==> src/shared/dpdc_pkg.sv <==
// Package with register map, field positions, reset values and state types of the dual timer.
`default_nettype none
package dpdc_pkg;
  localparam logic [7:0] TIMER1_PRESCALER_VALUE_OFS = 8'hd2;
  localparam logic [7:0] TIMER1_COUNT_VALUE_OFS     = 8'hd3;
  localparam logic [7:0] TIMER1_CONTROL_STATUS_OFS  = 8'hd4;
  localparam logic [7:0] TIMER2_PRESCALER_VALUE_OFS = 8'hd5;
  localparam logic [7:0] TIMER2_COUNT_VALUE_OFS     = 8'hd6;
  localparam logic [7:0] TIMER2_CONTROL_STATUS_OFS  = 8'hd7;
  localparam logic [7:0] IRQ_STATUS_OFS             = 8'hd8;
  localparam logic [7:0] IRQ_MASK_OFS               = 8'hd9;
  localparam int         ZERO_FLAG_BIT  = 7;
  localparam int         IRQ_EN_BIT     = 6;
  localparam int         PIN_DIR_BIT    = 5;
  localparam int         PIN_DATA_BIT   = 4;
  localparam int         PSC_RUN_BIT    = 3;
  localparam logic [7:0] COUNT_RESET    = 8'hff;
  localparam logic [6:0] PSC_RESET      = 7'h7f;
  localparam logic [7:0] CTRL_RESET     = 8'h00;
  localparam logic [1:0] IRQ_MASK_RESET = 2'h3;
  localparam int         CLK_HZ         = 50000000;
  localparam int         INT_DIV        = 12;
  localparam logic [3:0] INT_DIV_LAST   = 4'(INT_DIV - 1);

  typedef struct packed {
    logic [7:0] ctrl;
    logic [7:0] count;
    logic [6:0] timer1_prescaler_value;
    logic       tap_prev;
  } dpdc_timer_type;

  typedef struct packed {
    logic [7:0] addr;
    logic [7:0] wdata;
    logic       wr;
    logic       rd;
  } dpdc_bus_type;
endpackage : dpdc_pkg
`default_nettype wire

==> src/rtl/dpdc_timers.sv <==
// Two prescaled 8-bit down counters with a register port, interrupt status and one timer pin.
//
// The plain strobed port is this design's own decision.
`timescale 1ns/1ps
`default_nettype none
module dpdc_timers (
  input  wire logic       clk,          // 50 MHz clock
  input  wire logic       resetn,       // Synchronous reset, active low
  input  wire logic [7:0] addr,         // Register address
  input  wire logic [7:0] wdata,        // Write data
  input  wire logic       wr,           // Write strobe
  input  wire logic       rd,           // Read strobe
  output var  logic [7:0] rdata,        // Read data, cycle after rd
  output var  logic [1:0] timer_irq,    // Per-timer interrupt requests
  output var  logic       irq,          // Combined masked interrupt level
  input  wire logic       timer_pin_i,  // Timer 1 pin input
  output var  logic       timer_pin_o,  // Timer 1 pin output value
  output var  logic       timer_pin_oe_n // Low while timer 1 drives the pin
);

  typedef struct packed {
    dpdc_pkg::dpdc_timer_type [1:0] tmr;
    logic [3:0] div_cnt;
    logic       div_tick;
    logic [1:0] pin_sync;
    logic       pin_prev;
    logic       pin_out;
    logic [1:0] ev_sts;
    logic [1:0] ev_mask;
    logic [7:0] rdata;
    logic [1:0] tirq;
    logic       irq;
    logic       pin_oe_n;
  } dpdc_state_type;

  dpdc_state_type s_q;
  dpdc_state_type s_d;
  dpdc_pkg::dpdc_bus_type bus;

  assign bus = '{addr: addr, wdata: wdata, wr: wr, rd: rd};

  ////////////////////////////////////////////////////////////////////////////
  // Next-state logic.

  // Register offsets per timer.
  function automatic logic [7:0] ofs_psc(input int i);
    ofs_psc = (i == 0) ? dpdc_pkg::TIMER1_PRESCALER_VALUE_OFS : dpdc_pkg::TIMER2_PRESCALER_VALUE_OFS;
  endfunction : ofs_psc
  function automatic logic [7:0] ofs_cnt(input int i);
    ofs_cnt = (i == 0) ? dpdc_pkg::TIMER1_COUNT_VALUE_OFS : dpdc_pkg::TIMER2_COUNT_VALUE_OFS;
  endfunction : ofs_cnt
  function automatic logic [7:0] ofs_ctl(input int i);
    ofs_ctl = (i == 0) ? dpdc_pkg::TIMER1_CONTROL_STATUS_OFS : dpdc_pkg::TIMER2_CONTROL_STATUS_OFS;
  endfunction : ofs_ctl

  logic       pin_now;
  logic [1:0] zero_rise;

  always_comb
  begin
    logic       ps_clk;
    logic [7:0] taps;
    logic       tap;
    logic       dec;
    logic       cnt_wr;
    logic       ctl_wr;
    logic [7:0] rd_v;
    s_d       = s_q;
    ps_clk    = 1'b0;
    taps      = 8'h00;
    tap       = 1'b0;
    dec       = 1'b0;
    cnt_wr    = 1'b0;
    ctl_wr    = 1'b0;
    rd_v      = 8'h00;
    zero_rise = 2'b00;
    pin_now   = s_q.pin_sync[1];
    // Pin passes two flops; only the second stage feeds logic.
    s_d.pin_sync = {s_q.pin_sync[0], timer_pin_i};
    s_d.pin_prev = pin_now;
    // Divide-by-twelve internal tick shared by both prescalers.
    s_d.div_tick = (s_q.div_cnt == dpdc_pkg::INT_DIV_LAST);
    s_d.div_cnt  = s_d.div_tick ? 4'h0 : s_q.div_cnt + 4'h1;
    for (int i = 0; i < 2; i++)
    begin
      // Cleared per timer so that a decrement of timer 1 never leaks into timer 2.
      dec = 1'b0;
      // Timer 1 input mode picks pin source; output mode and timer 2 use internal tick.
      if (i == 0 && !s_q.tmr[0].ctrl[dpdc_pkg::PIN_DIR_BIT])
      begin
        if (s_q.tmr[0].ctrl[dpdc_pkg::PIN_DATA_BIT])
          ps_clk = s_q.div_tick && pin_now;
        else
          ps_clk = pin_now && !s_q.pin_prev;
      end
      else
        ps_clk = s_q.div_tick;
      // Tap 0 is the prescaler input; tap k is prescaler bit k-1.
      taps = {s_q.tmr[i].timer1_prescaler_value, ps_clk};
      tap  = taps[s_q.tmr[i].ctrl[2:0]];
      s_d.tmr[i].tap_prev = tap;
      if (!s_q.tmr[i].ctrl[dpdc_pkg::PSC_RUN_BIT])
      begin
        s_d.tmr[i].timer1_prescaler_value      = dpdc_pkg::PSC_RESET;
        // A held prescaler shows all ones, so a low history bit would fake a tap edge at start.
        s_d.tmr[i].tap_prev = 1'b1;
      end
      else
      begin
        if (ps_clk)
          s_d.tmr[i].timer1_prescaler_value = s_q.tmr[i].timer1_prescaler_value - 7'h01;
        // Code 000 decrements on each input pulse; higher taps on a rising bit.
        dec = (s_q.tmr[i].ctrl[2:0] == 3'h0) ? ps_clk : (tap && !s_q.tmr[i].tap_prev);
      end
      cnt_wr = bus.wr && bus.addr == ofs_cnt(i);
      ctl_wr = bus.wr && bus.addr == ofs_ctl(i);
      if (bus.wr && bus.addr == ofs_psc(i) && s_q.tmr[i].ctrl[dpdc_pkg::PSC_RUN_BIT])
        s_d.tmr[i].timer1_prescaler_value = bus.wdata[6:0];
      if (ctl_wr)
        s_d.tmr[i].ctrl = (i == 1) ? {bus.wdata[7:5], 1'b0, bus.wdata[3:0]} : bus.wdata;
      if (cnt_wr)
        s_d.tmr[i].count = bus.wdata;
      else if (dec)
      begin
        s_d.tmr[i].count = s_q.tmr[i].count - 8'h01;
        if (s_q.tmr[i].count == 8'h01)
        begin
          s_d.tmr[i].ctrl[dpdc_pkg::ZERO_FLAG_BIT] = 1'b1;
          zero_rise[i] = !s_q.tmr[i].ctrl[dpdc_pkg::ZERO_FLAG_BIT];
        end
      end
      if (zero_rise[i])
        s_d.ev_sts[i] = 1'b1;
      s_d.tirq[i] = s_d.tmr[i].ctrl[dpdc_pkg::ZERO_FLAG_BIT] && s_d.tmr[i].ctrl[dpdc_pkg::IRQ_EN_BIT];
    end
    // Pin latches the data bit on the zero flag's rising edge.
    if (zero_rise[0] && s_q.tmr[0].ctrl[dpdc_pkg::PIN_DIR_BIT])
      s_d.pin_out = s_q.tmr[0].ctrl[dpdc_pkg::PIN_DATA_BIT];
    // Status: write one clears, but a new event wins.
    if (bus.wr && bus.addr == dpdc_pkg::IRQ_STATUS_OFS)
      s_d.ev_sts = (s_q.ev_sts & ~bus.wdata[1:0]) | zero_rise;
    if (bus.wr && bus.addr == dpdc_pkg::IRQ_MASK_OFS)
      s_d.ev_mask = bus.wdata[1:0];
    s_d.irq = |(s_d.ev_sts & s_d.ev_mask);
    s_d.pin_oe_n = !s_d.tmr[0].ctrl[dpdc_pkg::PIN_DIR_BIT];
    unique case (bus.addr)
      dpdc_pkg::TIMER1_PRESCALER_VALUE_OFS: rd_v = {1'b0, s_q.tmr[0].timer1_prescaler_value};
      dpdc_pkg::TIMER1_COUNT_VALUE_OFS:     rd_v = s_q.tmr[0].count;
      dpdc_pkg::TIMER1_CONTROL_STATUS_OFS:  rd_v = s_q.tmr[0].ctrl;
      dpdc_pkg::TIMER2_PRESCALER_VALUE_OFS: rd_v = {1'b0, s_q.tmr[1].timer1_prescaler_value};
      dpdc_pkg::TIMER2_COUNT_VALUE_OFS:     rd_v = s_q.tmr[1].count;
      dpdc_pkg::TIMER2_CONTROL_STATUS_OFS:  rd_v = s_q.tmr[1].ctrl;
      dpdc_pkg::IRQ_STATUS_OFS:             rd_v = {6'h00, s_q.ev_sts};
      dpdc_pkg::IRQ_MASK_OFS:               rd_v = {6'h00, s_q.ev_mask};
      default:                              rd_v = 8'h00;
    endcase
    s_d.rdata = bus.rd ? rd_v : 8'h00;
  end

  ////////////////////////////////////////////////////////////////////////////
  // State register.

  always_ff @(posedge clk)
  begin
    if (!resetn)
    begin
      for (int i = 0; i < 2; i++)
      begin
        s_q.tmr[i].ctrl     <= dpdc_pkg::CTRL_RESET;
        s_q.tmr[i].count    <= dpdc_pkg::COUNT_RESET;
        s_q.tmr[i].timer1_prescaler_value      <= dpdc_pkg::PSC_RESET;
        s_q.tmr[i].tap_prev <= 1'b1;
      end
      s_q.div_cnt  <= 4'h0;
      s_q.div_tick <= 1'b0;
      s_q.pin_sync <= 2'b00;
      s_q.pin_prev <= 1'b0;
      s_q.pin_out  <= 1'b0;
      s_q.ev_sts   <= 2'b00;
      s_q.ev_mask  <= dpdc_pkg::IRQ_MASK_RESET;
      s_q.rdata    <= 8'h00;
      s_q.tirq     <= 2'b00;
      s_q.irq      <= 1'b0;
      s_q.pin_oe_n <= 1'b1;
    end
    else
      s_q <= s_d;
  end

  assign rdata          = s_q.rdata;
  assign timer_irq      = s_q.tirq;
  assign irq            = s_q.irq;
  assign timer_pin_o    = s_q.pin_out;
  assign timer_pin_oe_n = s_q.pin_oe_n;
endmodule : dpdc_timers
`default_nettype wire

==> config.mk <==
export PLATFORM = sky130hd
export DESIGN_NAME = dpdc_timers
export DESIGN_NICKNAME = d
export VERILOG_FILES = /design/src/shared/dpdc_pkg.sv /design/src/rtl/dpdc_timers.sv
export SDC_FILE = /design/constraint.sdc
export NUM_CORES = 1
export LEC_CHECK = 0
export BUFFER_PORTS_ARGS = -buffer_cell sky130_fd_sc_hd__buf_2
export CAP_MARGIN = 20
export CORE_MARGIN = 1
export CORE_UTILIZATION = 54
export DETAILED_ROUTE_END_ITERATION = 7
export GPL_TIMING_DRIVEN = 1
export PLACE_DENSITY = 0.76
export SYNTH_ARGS = -nofsm -noshare
export SYNTH_HDL_FRONTEND = slang
export SYNTH_SLANG_ARGS = --single-unit
==> constraint.sdc <==
create_clock -name clk -period 1.9 [get_ports clk]
set_input_delay 0.19 -clock clk [delete_from_list [all_inputs] [get_ports clk]]
set_output_delay 0.19 -clock clk [all_outputs]
set_load 0.01 [all_outputs]
==> results.tsv <==
metric	value	unit
status	finished with violations	
failing checks	negative setup slack	
first-pass GRT wire length	19000	um
Design Power	2.90	mW
Yosys cell types	63	
CP startpoint	s_q[45]	
Routed Antenna Nets	0	
final count of pins violating max slew	0	
Synth Register Bits	72	
Data arrival, critical path	2360	ps
core area	0.00729	mm2
Vias	4233	
Max-slew headroom	63.9	%
switch share	26.2	%
Comb pwr share	8.8	%
largest net degree at the start of global routing	43	
Worst Hold Class	primary input to flip-flop	
fin nets	592	
maximum VDD drop	0.363	mV
asr flop ratio synth	0	%
fill cell count	597	
crit path kind	flip-flop to flip-flop	
internal power	2.14	mW
clk buf depth	2	
FMAX	0.482	GHz
footprint of the multi-input gates	0.00259	mm2
Hold Fails Final Rpt	0	
Synth Warn #	0	
initial antenna violation count	0	
fin crit share	109	%
register area	0.00145	mm2
Hold Path Origin	timer_pin_i	
clock skew	7.34	ps
area leader, netlist	dfxtp_1	
Final min period	2070	ps
WP data required	2190	ps
Max Cap Viol	0	
hpwl dp	8650	um
number of global-route vias before repair	3789	
power density cells	572	mW/mm2
TNS Setup	-1500	ps
Switch Pwr	757	uW
die width	89.2	um
leak pwr	1.95	nW
top-area cell type share of the netlist area	35.1	%
Area growth, synth to finish	23.3	%
CP Max Fanout	8	
total nets after synthesis	522	
root buf cell	clkbuf_8	
hold slack	49.1	ps
Initial DRC Count	498	
Final WS setup	-174	ps
Clk pwr share	37.3	%
die area	0.00795	mm2
# H-tree levels	3	
cells after synthesis	494	
clk sinks	72	
All-Layer GR Usage	32.2	%
CTS tree	yes	
Slowest cell on crit path	or4b_4	
Post-CTS Hold Buffers	0	
Row Count	31	
drt drc	0	
reg2reg start	s_q[45]	
RSZ-0062 raised after global routing	yes	
count leader, synth	dfxtp_1	
slowest stage delay, CP	530	ps
starting density of the core	56.3	%
fraction of layout cells with a size suffix above 1	26.4	%
Routed WL	12400	um
register share of total power	53.9	%
synth top area cells	dfxtp_1 35%, mux2i_1 6.8%, nor2_1 4.9%	
most frequent cells after synthesis	72 x dfxtp_1, 54 x nor2_1, 31 x nand2_1	
Initial DRT Pass Iterations	6	
Seq/Total Area, Yosys	35.1	%
num ports	34	
Die Y	89.2	um
main flop type after synthesis	dfxtp_1	
vias per inst	6.34	
Post-synth EDFFs	0	
Worst-Margin Slew	536	ps
startpoint types	flip-flop	
ordered cell list for the critical path	or4b_4 > a311o_1 > a211oi_4 > buf_12 > mux2_2 > o21ai_1	
drt wl/cell	18.6	um
routability cong.	0.967	
Skew-Pair Late Insertion Delay	350	ps
port buffer count	33	
design area	0.00506	mm2
final setup fails	13	
grt ovf	0	
ant diodes	0	
Cell Area, Synth	0.00411	mm2
total CTS buffers	9	
CP endpoint kind	flip-flop	
clock slew at reported path FFs	70	ps
Mapped Avg Cell Area	8.31	um2
DP Area	0.00464	mm2
-- per-stage QoR --
step           utilization (%)  worst slack [ps]  cells
6_report                  69.4              -174    668
5_1_grt                   69.4              -248    668
4_1_cts                   67.3              -187    664
3_5_place_dp              63.7              -225    644
3_3_place_gp              63.7              -204    644
2_1_floorplan                -              -179    494
-- final timing paths --
kind	to	slack, ps	cells after the start
setup / recovery	s_q[34]	-170	6
hold / removal	s_d[19]	50	2
setup reg to reg	s_q[34]	-170	6
hold reg to reg	pin_now	440	1
-- area by class of cell --
cell class | count | share of cell area (%)
Tap cell | 99 | 2.45
Sequential cell | 72 | 28.6
Clock inverter | 3 | 0.346
Clock buffer | 13 | 2.94
Inverter | 16 | 1.19
Multi-Input combinational cell | 369 | 51.1
Timing Repair Buffer | 96 | 13.3
-- layer usage --
layer	vias to the layer above	track usage [%]	part of all wire [%]
met1	2036	43.5	41
met3	36	5.72	8.6
met2	219	49.9	47
met4	0	15.3	3.4
met5	-	0	0
li1	1942	-	-
-- timing repair --
item                       in CTS  in global routing
gates cloned                    0                  1
gates resized for setup        15                 28
setup endpoints to repair      20                 23
pin swaps                       5                  7
buffers inserted                4                  3
-- kinds of logic after synthesis --
group | count (synthesis) | synth area share [%]
AOI/OAI and AO/OA | 90 | 15.7
adders and majority gates | 7 | 2.13
xor gates and xnor gates | 11 | 2.35
muxes | 39 | 10.1
and+or+nand+nor | 222 | 28.5
buffers and inverters | 53 | 6.10
DFF | 72 | 35.1
-- power by group through the flow --
stage | Combinational (mW) | Sequential (mW) | Clock [mW]
detailed placement | 0.237 | 1.59 | 0
global route | 0.271 | 1.56 | 1.14
global placement | 0.232 | 1.59 | 0
floorplan | 0.139 | 1.58 | 0
finish | 0.256 | 1.56 | 1.08
CTS | 0.242 | 1.56 | 1.08
-- state kept, by name, summed over array words and instances (netlist names) --
name	cells
timer_irq	2
pin_now	1
s_q	57
s_d	1
timer_pin_oe_n	1
rdata	8
timer_pin_o	1
irq	1
-- placed cells by master, fill, tap and decap left out, types with 5 or more instances in the layout --
| cell type | count |
|---|---|
| buf_4 | 58 |
| mux2i_1 | 28 |
| nand3_1 | 27 |
| or3_1 | 5 |
| nor2_1 | 54 |
| nand2b_1 | 11 |
| buf_2 | 33 |
| dfxtp_1 | 67 |
| and3_1 | 14 |
| xor2_1 | 6 |
| nor4_1 | 5 |
| o21ai_0 | 18 |
| nand2_1 | 31 |
| clkbuf_8 | 10 |
| nand4_1 | 10 |
| mux2_2 | 7 |
| o211ai_1 | 5 |
| nor2b_1 | 7 |
| nor3_1 | 25 |
| and2_1 | 6 |
| inv_1 | 16 |
| a21oi_1 | 11 |
| dfxtp_2 | 5 |
| ha_1 | 7 |
-- critical path: cells and delay by family, from the launching register on --
kind | cells | cell delay (ps)
flip-flops | 1 | 320
multiplexers | 1 | 320
buffers and inverters | 1 | 150
AO/OA/AOI/OAI | 3 | 690
AND/OR/NAND/NOR | 1 | 530
(Power assumes the default switching activity.)
